$ cat src/rcs_pkg.sv
// Constants and types shared by the remote command sequencer
package rcs_pkg;
	// ----------------------------------------
	// Register bus
	// ----------------------------------------
	localparam int AW = 8;
	localparam logic [AW-1:0] A_STAGE = 8'h00;
	localparam logic [AW-1:0] A_APPL = 8'h04;
	localparam logic [AW-1:0] A_ILL = 8'h08;
	localparam logic [AW-1:0] A_ESR = 8'h0c;
	localparam logic [AW-1:0] A_ESE = 8'h10;
	localparam logic [AW-1:0] A_SRE = 8'h14;
	localparam logic [AW-1:0] A_PPE = 8'h18;
	localparam logic [AW-1:0] A_STB = 8'h1c;
	localparam logic [AW-1:0] A_OPER = 8'h20;
	localparam logic [AW-1:0] A_ERRQ = 8'h24;
	localparam logic [31:0] ILL_RST = 32'h0000_0000;
	// ----------------------------------------
	// Status bit positions
	// ----------------------------------------
	localparam int E_OPC = 0;
	localparam int E_QYE = 2;
	localparam int E_EXE = 4;
	localparam int E_CME = 5;
	localparam int S_EAV = 2;
	localparam int S_QUES = 3;
	localparam int S_MAV = 4;
	localparam int S_ESB = 5;
	localparam int S_MSS = 6;
	localparam int S_OPER = 7;
	localparam int O_SETTLE = 1;
	// ----------------------------------------
	// Error queue codes and reply text
	// ----------------------------------------
	localparam logic [15:0] ERR_CME = 16'hff9c;
	localparam logic [15:0] ERR_EXE = 16'hff38;
	localparam logic [15:0] ERR_QYE = 16'hfe5c;
	localparam logic [7:0] ASCII_ONE = 8'h31;
	// Pin index in the synchroniser vector
	localparam int P_DCL = 0;
	localparam int P_SET = 1;
	localparam int P_QUES = 2;
	typedef enum logic [2:0] {
		C_SET, C_QRY, C_OPC, C_OPCQ, C_WAI, C_GET, C_EOL, C_SYN
	} rcs_cmd_t;
	typedef enum logic [1:0] {ST_RUN, ST_QRY, ST_OPCQ, ST_WAI} rcs_st_t;
endpackage

$ cat src/rcs_if.sv
// Links between the sequencer core and its status and output buffer units
`timescale 1ns/10ps
interface rcs_stat_if;
	logic ev_opc, ev_qye, ev_exe, ev_cme, mav, oper, ques, esr_rd, eq_pop;
	logic [7:0] ese, sre, ppe, esr, stb;
	logic [15:0] eq_data;
	logic srq, ist;
	modport core(output ev_opc, ev_qye, ev_exe, ev_cme, mav, oper, ques, esr_rd,
		eq_pop, ese, sre, ppe, input esr, stb, eq_data, srq, ist);
	modport stat(input ev_opc, ev_qye, ev_exe, ev_cme, mav, oper, ques, esr_rd,
		eq_pop, ese, sre, ppe, output esr, stb, eq_data, srq, ist);
endinterface

interface rcs_ob_if;
	logic push, pop, full, empty;
	logic [7:0] wdata, head;
	modport core(output push, pop, wdata, input full, empty, head);
	modport buf_side(input push, pop, wdata, output full, empty, head);
endinterface

$ cat src/rcs_core.sv
// Remote command sequencer: parser sequencing, staging, sync and APB registers
//
// Function
// - Commands run in order; clear first
// - Parsed settings go to shadow store only
// - Syntax error reported, parsing continues
// - Line end requests transfer, stalls intake until checked
// - Hardware updated only at line end
// - Incompatible set: execution error, discard staging
// - Only final line state is checked
// - Settling flag set before apply, cleared settled
// - Queries fill output buffer in portions
// - Talk with nothing pending: query error
// - Operation complete flag after settling
// - Completion query answers one after settling
// - Wait holds next command until settled
// - Status byte summarises lower registers
// - Individual status flag masked by poll enable
// - Message available follows output buffer
// - Device clear flushes input, notifies parser
// - Enabled status rise raises service request
`timescale 1ns/10ps
module rcs_core
	import rcs_pkg::*;
#(
	parameter int OB_DEPTH = 4,
	parameter int EQ_DEPTH = 4
) (
	input wire logic pclk,
	input wire logic presetn,
	input wire logic ce,
	input wire logic [AW-1:0] paddr,
	input wire logic psel,
	input wire logic penable,
	input wire logic pwrite,
	input wire logic [31:0] pwdata,
	output logic [31:0] prdata,
	output logic pready,
	output logic pslverr,
	input wire logic cmd_valid,
	input wire rcs_cmd_t cmd_code,
	input wire logic [1:0] cmd_idx,
	input wire logic [7:0] cmd_data,
	output logic cmd_ready,
	input wire logic dcl_pin,
	output logic in_flush,
	input wire logic hw_settled_pin,
	input wire logic ques_pin,
	output logic hw_apply,
	output logic [31:0] hw_set,
	output logic trig,
	input wire logic talk_en,
	output logic out_valid,
	output logic [7:0] out_data,
	input wire logic out_ready,
	output logic srq,
	output logic ist
);
	// ----------------------------------------
	// State
	// ----------------------------------------
	typedef struct packed {
		rcs_st_t st;
		logic [1:0] qi;
		logic [31:0] stage;
		logic [31:0] appl;
		logic [31:0] hset;
		logic [31:0] ill;
		logic [7:0] ese;
		logic [7:0] sre;
		logic [7:0] ppe;
		logic [2:0] sy0;
		logic [2:0] sy1;
		logic [2:0] sy2;
		logic [2:0] lvl;
		logic xreq;
		logic papl;
		logic settl;
		logic opcp;
		logic talkp;
		logic flush;
		logic apl;
		logic trg;
		logic crdy;
		logic ov;
		logic [7:0] od;
		logic [31:0] rd;
		logic rdy;
		logic err;
	} rcs_core_t;

	rcs_core_t q, n;
	rcs_stat_if sif();
	rcs_ob_if obf();
	logic take, busy, setup, wr_acc, rd_acc, dcl_rise, set_rise, bad, hit;
	logic talk_rise, resp_due, hold;

	// ----------------------------------------
	// Units
	// ----------------------------------------
	// Status byte, event register, request flags and error queue
	rcs_status #(.EQ_DEPTH(EQ_DEPTH)) u_status (
		.pclk(pclk),
		.presetn(presetn),
		.ce(ce),
		.st(sif.stat)
	);

	// Response bytes waiting for the talker
	rcs_outbuf #(.DEPTH(OB_DEPTH)) u_outbuf (
		.pclk(pclk),
		.presetn(presetn),
		.ce(ce),
		.ob(obf.buf_side)
	);

	// ----------------------------------------
	// Next state
	// ----------------------------------------
	always_comb begin
		n = q;
		sif.ev_opc = 1'b0;
		sif.ev_qye = 1'b0;
		sif.ev_exe = 1'b0;
		sif.ev_cme = 1'b0;
		sif.esr_rd = 1'b0;
		sif.eq_pop = 1'b0;
		obf.push = 1'b0;
		obf.pop = 1'b0;
		obf.wdata = ASCII_ONE;
		n.flush = 1'b0;
		n.apl = 1'b0;
		n.trg = 1'b0;
		hit = 1'b1;

		// ----------------------------------------
		// Pin synchronisers: a change counts once stages two and three agree
		// ----------------------------------------
		n.sy0 = {ques_pin, hw_settled_pin, dcl_pin};
		n.sy1 = q.sy0;
		n.sy2 = q.sy1;
		n.lvl = (q.sy1 & q.sy2) | (q.lvl & (q.sy1 ^ q.sy2));
		dcl_rise = n.lvl[P_DCL] && !q.lvl[P_DCL];
		set_rise = n.lvl[P_SET] && !q.lvl[P_SET];

		busy = q.settl || q.xreq || q.papl;
		take = cmd_valid && q.crdy;

		// ----------------------------------------
		// Command intake, strictly in arrival order
		// ----------------------------------------
		if (take) begin
			unique case (cmd_code)
				C_SET: n.stage[{cmd_idx, 3'b000} +: 8] = cmd_data;
				C_QRY: begin
					n.st = ST_QRY;
					n.qi = 2'b00;
				end
				C_OPC: n.opcp = 1'b1;
				C_OPCQ: n.st = ST_OPCQ;
				C_WAI: n.st = ST_WAI;
				C_GET: n.trg = 1'b1;
				C_EOL: n.xreq = 1'b1;
				C_SYN: sif.ev_cme = 1'b1;
			endcase
		end

		// ----------------------------------------
		// Device clear: flush input unit and close the line at once
		// ----------------------------------------
		if (dcl_rise) begin
			n.flush = 1'b1;
			n.xreq = 1'b1;
		end

		// ----------------------------------------
		// Check the staged set just before transfer
		// ----------------------------------------
		// Settling ends first, so a passing check in the same cycle raises it again
		if (set_rise && q.settl && !q.papl) n.settl = 1'b0;
		if (q.xreq) begin
			n.xreq = dcl_rise;
			bad = (q.ill != '0) && ((q.stage & q.ill) == q.ill);
			if (bad) begin
				sif.ev_exe = 1'b1;
				n.stage = q.appl;
			end else begin
				n.settl = 1'b1;
				n.papl = 1'b1;
				n.appl = q.stage;
			end
		end else begin
			bad = 1'b0;
		end

		// ----------------------------------------
		// Apply one cycle after settling was raised
		// ----------------------------------------
		if (q.papl) begin
			n.papl = 1'b0;
			n.apl = 1'b1;
			n.hset = q.appl;
		end

		// ----------------------------------------
		// Operation complete once everything has settled
		// ----------------------------------------
		if (q.opcp && !busy) begin
			sif.ev_opc = 1'b1;
			n.opcp = 1'b0;
		end

		// ----------------------------------------
		// Held commands and query output
		// ----------------------------------------
		unique case (q.st)
			ST_RUN: ;
			ST_QRY: begin
				obf.wdata = q.appl[{q.qi, 3'b000} +: 8];
				if (!obf.full) begin
					obf.push = 1'b1;
					n.qi = q.qi + 2'b01;
					if (q.qi == 2'b11) n.st = ST_RUN;
				end
			end
			ST_OPCQ: begin
				if (!busy && !obf.full) begin
					obf.push = 1'b1;
					n.st = ST_RUN;
				end
			end
			ST_WAI: begin
				if (!busy) n.st = ST_RUN;
			end
		endcase

		// ----------------------------------------
		// Output unit: hand bytes to the talker while addressed
		// ----------------------------------------
		if (talk_en && (!q.ov || out_ready) && !obf.empty) begin
			obf.pop = 1'b1;
			n.ov = 1'b1;
			n.od = obf.head;
		end else if (out_ready) begin
			n.ov = 1'b0;
		end
		n.talkp = talk_en;
		talk_rise = talk_en && !q.talkp;
		// A running query or completion query still owes the talker a reply
		resp_due = !obf.empty || q.ov || (q.st == ST_QRY) || (q.st == ST_OPCQ);
		if (talk_rise && !resp_due) begin
			sif.ev_qye = 1'b1;
		end

		// ----------------------------------------
		// APB slave
		// ----------------------------------------
		setup = psel && !penable;
		wr_acc = psel && penable && q.rdy && pwrite;
		rd_acc = psel && penable && q.rdy && !pwrite;
		n.rdy = setup;
		n.err = 1'b0;
		// Read data is captured in the setup cycle so it stands with pready
		if (setup) begin
			n.rd = '0;
			unique case (paddr)
				A_STAGE: n.rd = q.stage;
				A_APPL: n.rd = q.appl;
				A_ILL: n.rd = q.ill;
				A_ESR: n.rd[7:0] = sif.esr;
				A_ESE: n.rd[7:0] = q.ese;
				A_SRE: n.rd[7:0] = q.sre;
				A_PPE: n.rd[7:0] = q.ppe;
				A_STB: n.rd[7:0] = sif.stb;
				A_OPER: n.rd[O_SETTLE] = q.settl;
				A_ERRQ: n.rd[15:0] = sif.eq_data;
				default: hit = 1'b0;
			endcase
			n.err = !hit;
		end
		if (wr_acc) begin
			unique case (paddr)
				A_ILL: n.ill = pwdata;
				A_ESE: n.ese = pwdata[7:0];
				A_SRE: n.sre = pwdata[7:0];
				A_PPE: n.ppe = pwdata[7:0];
				default: ;
			endcase
		end
		// Read side effects act once, at the access edge
		if (rd_acc && paddr == A_ESR) sif.esr_rd = 1'b1;
		if (rd_acc && paddr == A_ERRQ) sif.eq_pop = 1'b1;

		// ----------------------------------------
		// Parser stalls during checks, held commands and clears
		// ----------------------------------------
		// Commands that leave a job behind drop ready for one cycle at least
		hold = take && (cmd_code != C_SET) && (cmd_code != C_SYN) && (cmd_code != C_GET);
		n.crdy = (n.st == ST_RUN) && !n.xreq && !hold;
	end

	// ----------------------------------------
	// Status links
	// ----------------------------------------
	assign sif.ese = q.ese;
	assign sif.sre = q.sre;
	assign sif.ppe = q.ppe;
	assign sif.mav = !obf.empty || q.ov;
	assign sif.oper = q.settl;
	assign sif.ques = q.lvl[P_QUES];

	// ----------------------------------------
	// Registers
	// ----------------------------------------
	// A low clock enable freezes every field; the units use the same enable
	always_ff @(posedge pclk or negedge presetn) begin
		if (!presetn) begin
			q <= '0;
			q.ill <= ILL_RST;
		end else if (ce) begin
			q <= n;
		end
	end

	// ----------------------------------------
	// Outputs
	// ----------------------------------------
	assign prdata = q.rd;
	assign pready = q.rdy;
	assign pslverr = q.err;
	assign cmd_ready = q.crdy;
	assign in_flush = q.flush;
	assign hw_apply = q.apl;
	assign hw_set = q.hset;
	assign trig = q.trg;
	assign out_valid = q.ov;
	assign out_data = q.od;
	assign srq = sif.srq;
	assign ist = sif.ist;
endmodule

$ cat src/rcs_outbuf.sv
// Response byte buffer of the output unit
`timescale 1ns/10ps
module rcs_outbuf
	import rcs_pkg::*;
#(
	parameter int DEPTH = 4
) (
	input wire logic pclk,
	input wire logic presetn,
	input wire logic ce,
	rcs_ob_if.buf_side ob
);
	localparam int PW = $clog2(DEPTH);
	localparam int CW = $clog2(DEPTH + 1);
	localparam logic [CW-1:0] FULL_CNT = CW'(DEPTH);
	typedef struct packed {
		logic [PW-1:0] rp;
		logic [PW-1:0] wp;
		logic [CW-1:0] cnt;
	} rcs_ob_t;
	rcs_ob_t q, n;
	logic [7:0] mem [DEPTH];
	logic wr, rd;

	// DEPTH must be a power of two so the pointers wrap by themselves
	assign wr = ob.push && (q.cnt != FULL_CNT);
	assign rd = ob.pop && (q.cnt != '0);
	assign ob.full = (q.cnt == FULL_CNT);
	assign ob.empty = (q.cnt == '0);
	assign ob.head = mem[q.rp];

	always_comb begin
		n = q;
		if (wr) n.wp = q.wp + 1'b1;
		if (rd) n.rp = q.rp + 1'b1;
		n.cnt = q.cnt + CW'(wr) - CW'(rd);
	end

	always_ff @(posedge pclk) begin
		if (ce && wr) mem[q.wp] <= ob.wdata;
	end

	always_ff @(posedge pclk or negedge presetn) begin
		if (!presetn) q <= '0;
		else if (ce) q <= n;
	end
endmodule

$ cat src/rcs_status.sv
// Status byte, event register, request and poll flags, error queue
`timescale 1ns/10ps
module rcs_status
	import rcs_pkg::*;
#(
	parameter int EQ_DEPTH = 4
) (
	input wire logic pclk,
	input wire logic presetn,
	input wire logic ce,
	rcs_stat_if.stat st
);
	localparam int PW = $clog2(EQ_DEPTH);
	localparam int CW = $clog2(EQ_DEPTH + 1);
	localparam logic [CW-1:0] FULL_CNT = CW'(EQ_DEPTH);
	typedef struct packed {
		logic [7:0] esr;
		logic [7:0] en_prev;
		logic srq;
		logic ist;
		logic [PW-1:0] rp;
		logic [PW-1:0] wp;
		logic [CW-1:0] cnt;
	} rcs_sts_t;
	rcs_sts_t q, n;
	logic [15:0] mem [EQ_DEPTH];
	logic [15:0] code;
	logic push, pop;
	logic [7:0] stb, en, rise, set_bits;

	always_comb begin
		stb = '0;
		stb[S_EAV] = (q.cnt != '0);
		stb[S_QUES] = st.ques;
		stb[S_MAV] = st.mav;
		stb[S_ESB] = |(q.esr & st.ese);
		stb[S_OPER] = st.oper;
		en = stb & st.sre;
		en[S_MSS] = 1'b0;
		stb[S_MSS] = |en;
	end

	always_comb begin
		set_bits = '0;
		set_bits[E_OPC] = st.ev_opc;
		set_bits[E_QYE] = st.ev_qye;
		set_bits[E_EXE] = st.ev_exe;
		set_bits[E_CME] = st.ev_cme;
		push = st.ev_cme || st.ev_exe || st.ev_qye;
		code = st.ev_cme ? ERR_CME : (st.ev_exe ? ERR_EXE : ERR_QYE);
		pop = st.eq_pop && (q.cnt != '0);
		rise = en & ~q.en_prev;
		n = q;
		// A new event wins over a read-clear in the same cycle
		n.esr = (st.esr_rd ? 8'h00 : q.esr) | set_bits;
		n.en_prev = en;
		if (|rise) n.srq = 1'b1;
		else if (!stb[S_MSS]) n.srq = 1'b0;
		n.ist = |(stb & st.ppe);
		if (push && q.cnt != FULL_CNT) n.wp = q.wp + 1'b1;
		if (pop) n.rp = q.rp + 1'b1;
		n.cnt = q.cnt + CW'(push && q.cnt != FULL_CNT) - CW'(pop);
	end

	assign st.esr = q.esr;
	assign st.stb = stb;
	assign st.srq = q.srq;
	assign st.ist = q.ist;
	assign st.eq_data = (q.cnt != '0) ? mem[q.rp] : 16'h0000;

	always_ff @(posedge pclk) begin
		if (ce && push && q.cnt != FULL_CNT) mem[q.wp] <= code;
	end

	always_ff @(posedge pclk or negedge presetn) begin
		if (!presetn) q <= '0;
		else if (ce) q <= n;
	end
endmodule

$ cat config.mk
export PLATFORM = sky130hd
export DESIGN_NAME = rcs_core
export DESIGN_NICKNAME = d
export VERILOG_FILES = /design/src/rcs_pkg.sv /design/src/rcs_if.sv /design/src/rcs_core.sv /design/src/rcs_outbuf.sv /design/src/rcs_status.sv
export SDC_FILE = /design/constraint.sdc
export NUM_CORES = 1
export LEC_CHECK = 0
export BUFFER_PORTS_ARGS = -buffer_cell sky130_fd_sc_hd__clkbuf_2
export CAP_MARGIN = 15
export CORE_ASPECT_RATIO = 0.8
export CORE_MARGIN = 8
export CORE_UTILIZATION = 64
export CTS_CLUSTER_SIZE = 8
export DETAILED_ROUTE_END_ITERATION = 7
export PLACE_DENSITY = 0.94
export SETUP_SLACK_MARGIN = 0.3
export SKIP_CTS_REPAIR_TIMING = 1
export SLEW_MARGIN = 40
export SYNTH_ARGS = -nofsm -noshare
export SYNTH_HDL_FRONTEND = slang
export SYNTH_SLANG_ARGS = --single-unit
$ cat constraint.sdc
create_clock -name pclk -period 6.4 [get_ports pclk]
set_clock_uncertainty 0.15 [all_clocks]
set_input_delay 0.32 -clock pclk [delete_from_list [all_inputs] [get_ports pclk]]
set_output_delay 0.32 -clock pclk [all_outputs]
set_load 0.1 [all_outputs]
==> results.yml, run 1 <==
status:
  status: "complete, but fails checks"
  violations: "DRC"
pwr:
  power.total_mw: 5.97
  p_leak_nw: 7.76
  vdd_drop_max_uv: 202
  powerDensity_nw_per_um2: 365
place:
  pre_cts_slack_ps: 3020
  io_buffers: 145
  placed_area_um2: 14700
  place_congestion: 0.966
  dp.cells: 1481
  post-dp-hpwl_mm: 28.2
clock_tree:
  cts_tree: "yes"
  cts.sinks: 297
  cts_max_level: 2
  clk_path_buf_depth: 3
  worstSkewPairLatency_ps: 540
  cts_made_buffers: 43
  clk_pin_slew_ps: 50
  root_buffer: "clkbuf_16"
logic_synthesis:
  yosysTopAreaCell: "dfrtp_1"
  async_flop_share_pct: 82.5
  syn_inst: 1153
  yosys_register_bits: 297
  syn_nets: 1245
  synth_area_per_cell_um2: 12.4
  synth_area_leaders: "dfrtp_1, edfxtp_1, mux2_2"
  synth_top_area_share_pct: 42.8
  synth_warnings: 0
  synth_edf_count: 52
  synth_ff_type: "dfrtp_1"
  yosys.cell_types.count: 77
  syn_area_um2: 14300
  synth_seq_area_share_pct: 53.7
route:
  postRouteAntennaNets: 0
  num_vias: 10590
  wl_mm: 42.1
  firstDrtPassIters: 8
  via_per_inst: 6.69
  drtIter0Drc: 1543
  post_drt_wl_per_cell_um: 26.6
  drc: 2
cells_and_area:
  fin_nets: 1351
  layout_common_cells: "dfrtp_1, clkbuf_2, mux2_2, nand2_1, edfxtp_1"
  drive_gt1_share_pct: 28.5
  final_common_cell: "dfrtp_1"
  final_util_pct: 73.6
  stdcell_area_um2: 16300
  fillers: 1393
  diodes: 0
  fin_cells: 1582
  areaGrowthSynthToFinish_pct: 14.1
setup_path:
  start_kind: "flop"
  crit_arrival_ps: 3520
  end_kind: "flop"
  criticalPathCategory: "reg -> reg"
  r2r_cells: 6
  crit_required_ps: 6460
  cp_max_fo: 22
die:
  rows: 49
  die_x_um: 183
  start_util_pct: 64.5
  core_um2: 22200
  dieArea_um2: 27400
  die_h_um: 150
  pin_count: 146
global_route:
  grt_util_all_layers_pct: 30.1
  overflow: 0
  grt_pass1_vias: 10576
  grt_max_degree: 154
  grt_antenna_before_repair: 1
  grt_pass1_wl_mm: 63.3
sta:
  maxSlewViolCount: 0
  final.min_clock_period_ps: 3460
  rsz0062_at_grt: "no"
  holdWs_ps: 1.56
  finalHoldViolCount: 0
  setup_viol: 0
  relSlewSlack_pct: 42.0
  tightest_slew_ps: 864
  max_clock_freq_mhz: 289
  layout_setup_ws_ps: 2940
  finalSetupTns_ps: 0
  min_period_over_period_pct: 54.1
hold_path:
  worstHoldPathType: "in -> reg"
  whs_path_depth: 3
flow_run:
  maxCapViolCount: 0
## metal layers
layer | vias up | global-route usage, % | wire (um)
met4 | 2 | 10.1 | 1600
met5 | - | 0 | 3
met3 | 149 | 10.7 | 5450
met2 | 752 | 45.6 | 19000
met1 | 5286 | 40.2 | 16000
li1 | 4401 | - | -
## Yosys cell counts (all sizes together) (7+ instances only)
| master | n |
|---|---|
| dfrtp | 245 |
| mux2 | 129 |
| buf | 98 |
| nand2 | 90 |
| edfxtp | 52 |
| o21ai | 51 |
| inv | 44 |
| clkbuf | 35 |
| nor2b | 28 |
| a22oi | 26 |
| and3 | 25 |
| ha | 25 |
| nand3 | 23 |
| nor2 | 22 |
| a21oi | 21 |
| a222oi | 21 |
| mux4 | 21 |
| a221o | 16 |
| nor4 | 16 |
| and2 | 14 |
| nand2b | 11 |
| nand4 | 11 |
| a22o | 10 |
| nor3b | 9 |
| o221ai | 9 |
| xnor2 | 9 |
| a211o | 8 |
| mux2i | 8 |
| nor3 | 7 |
## sequential cells by signal, indices dropped and copies added, names as in the netlist, 4 cells and up
register,count
u_outbuf.q,7
u_status.mem,20
u_outbuf.mem,32
n,6
u_status.st.esr,4
sif.ppe,8
out_data,8
hw_set,32
sif.ese,8
prdata,32
u_status.q,12
sif.sre,8
q,110
## worst max-delay path, stage by stage (launching register included)
cell and delay [ps]:
dfrtp_1 400, nor2b_1 180, a2111o_1 430, nor4_4 340, nand4b_2 600, a221oi_4 670
and2_1 360
## logic make-up (layout without fill, tap and decap cells)
logic type / count (synthesis) / count (layout) / share of synthesized area (%)
mux: 158 / 158 / 14.5
flops: 297 / 297 / 53.7
simple gates: 275 / 275 / 10.7
xor+xnor: 10 / 10 / 0.612
fa+ha+maj: 27 / 27 / 2.46
compound gates: 208 / 208 / 11.1
buf+inv: 178 / 301 / 6.87
## power by group
| group | internal [mW] | switching, mW |
|---|---|---|
| clock network | 1.23 | 0.811 |
| logic | 0.430 | 1.05 |
| registers | 2.18 | 0.274 |
## final cells by class
class | count | area, um^2 | area share [%]
clock buffer | 58 | 1130 | 6.93
inverter | 45 | 169 | 1.03
clock inverter | 4 | 61.3 | 0.375
multi-input combinational | 678 | 5670 | 34.7
sequential | 297 | 7690 | 47.1
tap | 306 | 383 | 2.34
timing repair buffer | 194 | 1230 | 7.54
## worst paths after layout
path | startpoint | end | slack [ps]
worst max register to register | q[101] | u_status.mem[0][7] | 2940
max in group asynchronous | presetn | u_status.st.ist | 4620
worst max-delay path | q[101] | u_status.mem[0][7] | 2940
worst min-delay path | paddr[6] | pslverr | 2
min in group asynchronous | presetn | hw_set[29] | 220
worst min register to register | prdata[29] | prdata[29] | 330
No activity file was read; power rests on OpenSTA's default activity.
==> run 2: changes to the inputs <==
--- a/config.mk
+++ b/config.mk
@@ -9,10 +9,10 @@
 export CAP_MARGIN = 15
 export CORE_ASPECT_RATIO = 0.8
 export CORE_MARGIN = 8
-export CORE_UTILIZATION = 64
+export CORE_UTILIZATION = 59
 export CTS_CLUSTER_SIZE = 8
 export DETAILED_ROUTE_END_ITERATION = 7
-export PLACE_DENSITY = 0.94
+export PLACE_DENSITY = 0.88
 export SETUP_SLACK_MARGIN = 0.3
 export SKIP_CTS_REPAIR_TIMING = 1
 export SLEW_MARGIN = 40
==> constraint.sdc (replaced) <==
create_clock -name pclk -period 3.35 [get_ports pclk]
set_clock_uncertainty 0.15 [all_clocks]
set_input_delay 0.1675 -clock pclk [delete_from_list [all_inputs] [get_ports pclk]]
set_output_delay 0.1675 -clock pclk [all_outputs]
set_load 0.1 [all_outputs]
==> results.yml, run 2 (synthesis gave the netlist of run 1 again) <==
status:
  status: "finished clean"
setup_path:
  cpPeakStageDelay_ps: 590
  start_kind: "flop"
  cp_max_fo: 9
  crit_buf_inv: 1
  crit_required_ps: 3600
  criticalPathCategory: "reg -> reg"
  crit_arrival_ps: 3230
  crit_path_cell_trace: "nor2b_1 > a2111o_1 > nor4_4 > and4b_1 > buf_4 > o21ai_2 > a211o_1"
  end_kind: "flop"
  path_delay_family: "simple AND/OR/NAND/NOR gates"
  slowest_stage: "and4b_1"
place:
  dp.cells: 1515
  post-dp-hpwl_mm: 29.2
  place_congestion: 0.997
  io_buffers: 145
  pre_cts_slack_ps: 321
die:
  start_util_pct: 59.4
  die_x_um: 190
  rows: 51
  pin_count: 146
  die_h_um: 155
  core_um2: 24100
  dieArea_um2: 29500
clock_tree:
  worstSkewPairLatency_ps: 530
  cts.sinks: 297
  clk_pin_slew_ps: 50
  cts_made_buffers: 43
  root_buffer: "clkbuf_16"
  clk_path_buf_depth: 3
  cts_tree: "yes"
  cts_max_level: 2
sta:
  layout_setup_ws_ps: 368
  tightest_slew_ps: 828
  maxSlewViolCount: 0
  finalHoldViolCount: 0
  rsz0062_at_grt: "no"
  finalSetupTns_ps: 0
  min_period_over_period_pct: 89.0
  setup_viol: 0
  final.min_clock_period_ps: 2980
  max_clock_freq_mhz: 335
  relSlewSlack_pct: 44.8
pwr:
  p_leak_nw: 7.94
  vdd_drop_max_uv: 473
  powerDensity_nw_per_um2: 684
cells_and_area:
  areaGrowthSynthToFinish_pct: 16.3
  fin_cells: 1629
  layout_common_cells: "dfrtp_1, clkbuf_2, mux2_2, nand2_1, edfxtp_1"
  diodes: 0
  top_register: "q"
  fin_nets: 1386
  final_util_pct: 69.0
  fillers: 1663
  largest_reg_flops: 110
  final_common_cell: "dfrtp_1"
  drive_gt1_share_pct: 29.6
global_route:
  grtUsageMet3_pct: 7.56
  grt_max_degree: 89
  grt.met1_usage_pct: 37.7
  met2_usage_pct: 42.2
  grt_pass1_vias: 10741
  grt_util_all_layers_pct: 27.6
  overflow: 0
  grt_busiest_layer: "met2"
  grt_pass1_wl_mm: 63.4
  grt_antenna_before_repair: 0
route:
  drc: 0
  post_drt_wl_per_cell_um: 25.7
  via_per_inst: 6.54
  wl_mm: 41.9
  num_vias: 10656
  drtIter0Drc: 1437
  firstDrtPassIters: 6
  postRouteAntennaNets: 0
hold_path:
  worstHoldPathType: "in -> reg"
flow_run:
  maxCapViolCount: 0
-- run 2: worst min-delay path, cell delays in order --
cell       delay, ps
clkbuf_2         110
nand3_1          110
buf_4            160
o2bb2ai_1         90
-- run 2: path summary, 6_finish.rpt --
| check | end | startpoint | cells past startpoint | slack [ps] |
|---|---|---|---|---|
| hold / removal | trig | cmd_code[2] | 4 | 6 |
| setup / recovery | q[189] | q[101] | 7 | 370 |
| max in group asynchronous | n[58] | presetn | 3 | 2070 |
| hold reg to reg | hw_set[16] | hw_set[16] | 2 | 320 |
| setup reg to reg | q[189] | q[101] | 7 | 370 |
| min in group asynchronous | hw_set[31] | presetn | 2 | 80 |
-- run 2: final cells by class --
cell class	count	area (um^2)	share of cell area, %
Timing Repair Buffer	229	1520	9.12
Clock inverter	3	33.8	0.203
Sequential cell	297	7690	46.2
Multi-Input combinational cell	678	5680	34.1
Inverter	45	169	1.01
Clock buffer	59	1160	6.95
Tap cell	318	398	2.39
-- run 2: where the power goes --
| part | total [mW] | switching (mW) | internal (mW) |
|---|---|---|---|
| logic | 2.83 | 1.98 | 0.849 |
| clock network | 3.90 | 1.52 | 2.37 |
| registers | 4.67 | 0.507 | 4.16 |
| total | 11.4 | 4.01 | 7.38 |
-- run 2: metal layers --
metal / share of wire [%] / wire length, um
met5: 0 / 0
met4: 3.6 / 1500
met3: 12 / 4880
met2: 45 / 19000
met1: 40 / 16600
-- run 2: through the flow --
step	total power, mW	hold WS, ps	area, um^2
finish	11.4	5.96	16700
global route	11.8	27.2	16700
CTS	11.3	-485	16100
detailed placement	7.41	73.8	14900
global placement	7.29	66.3	14900
floorplan	6.83	-278	14300
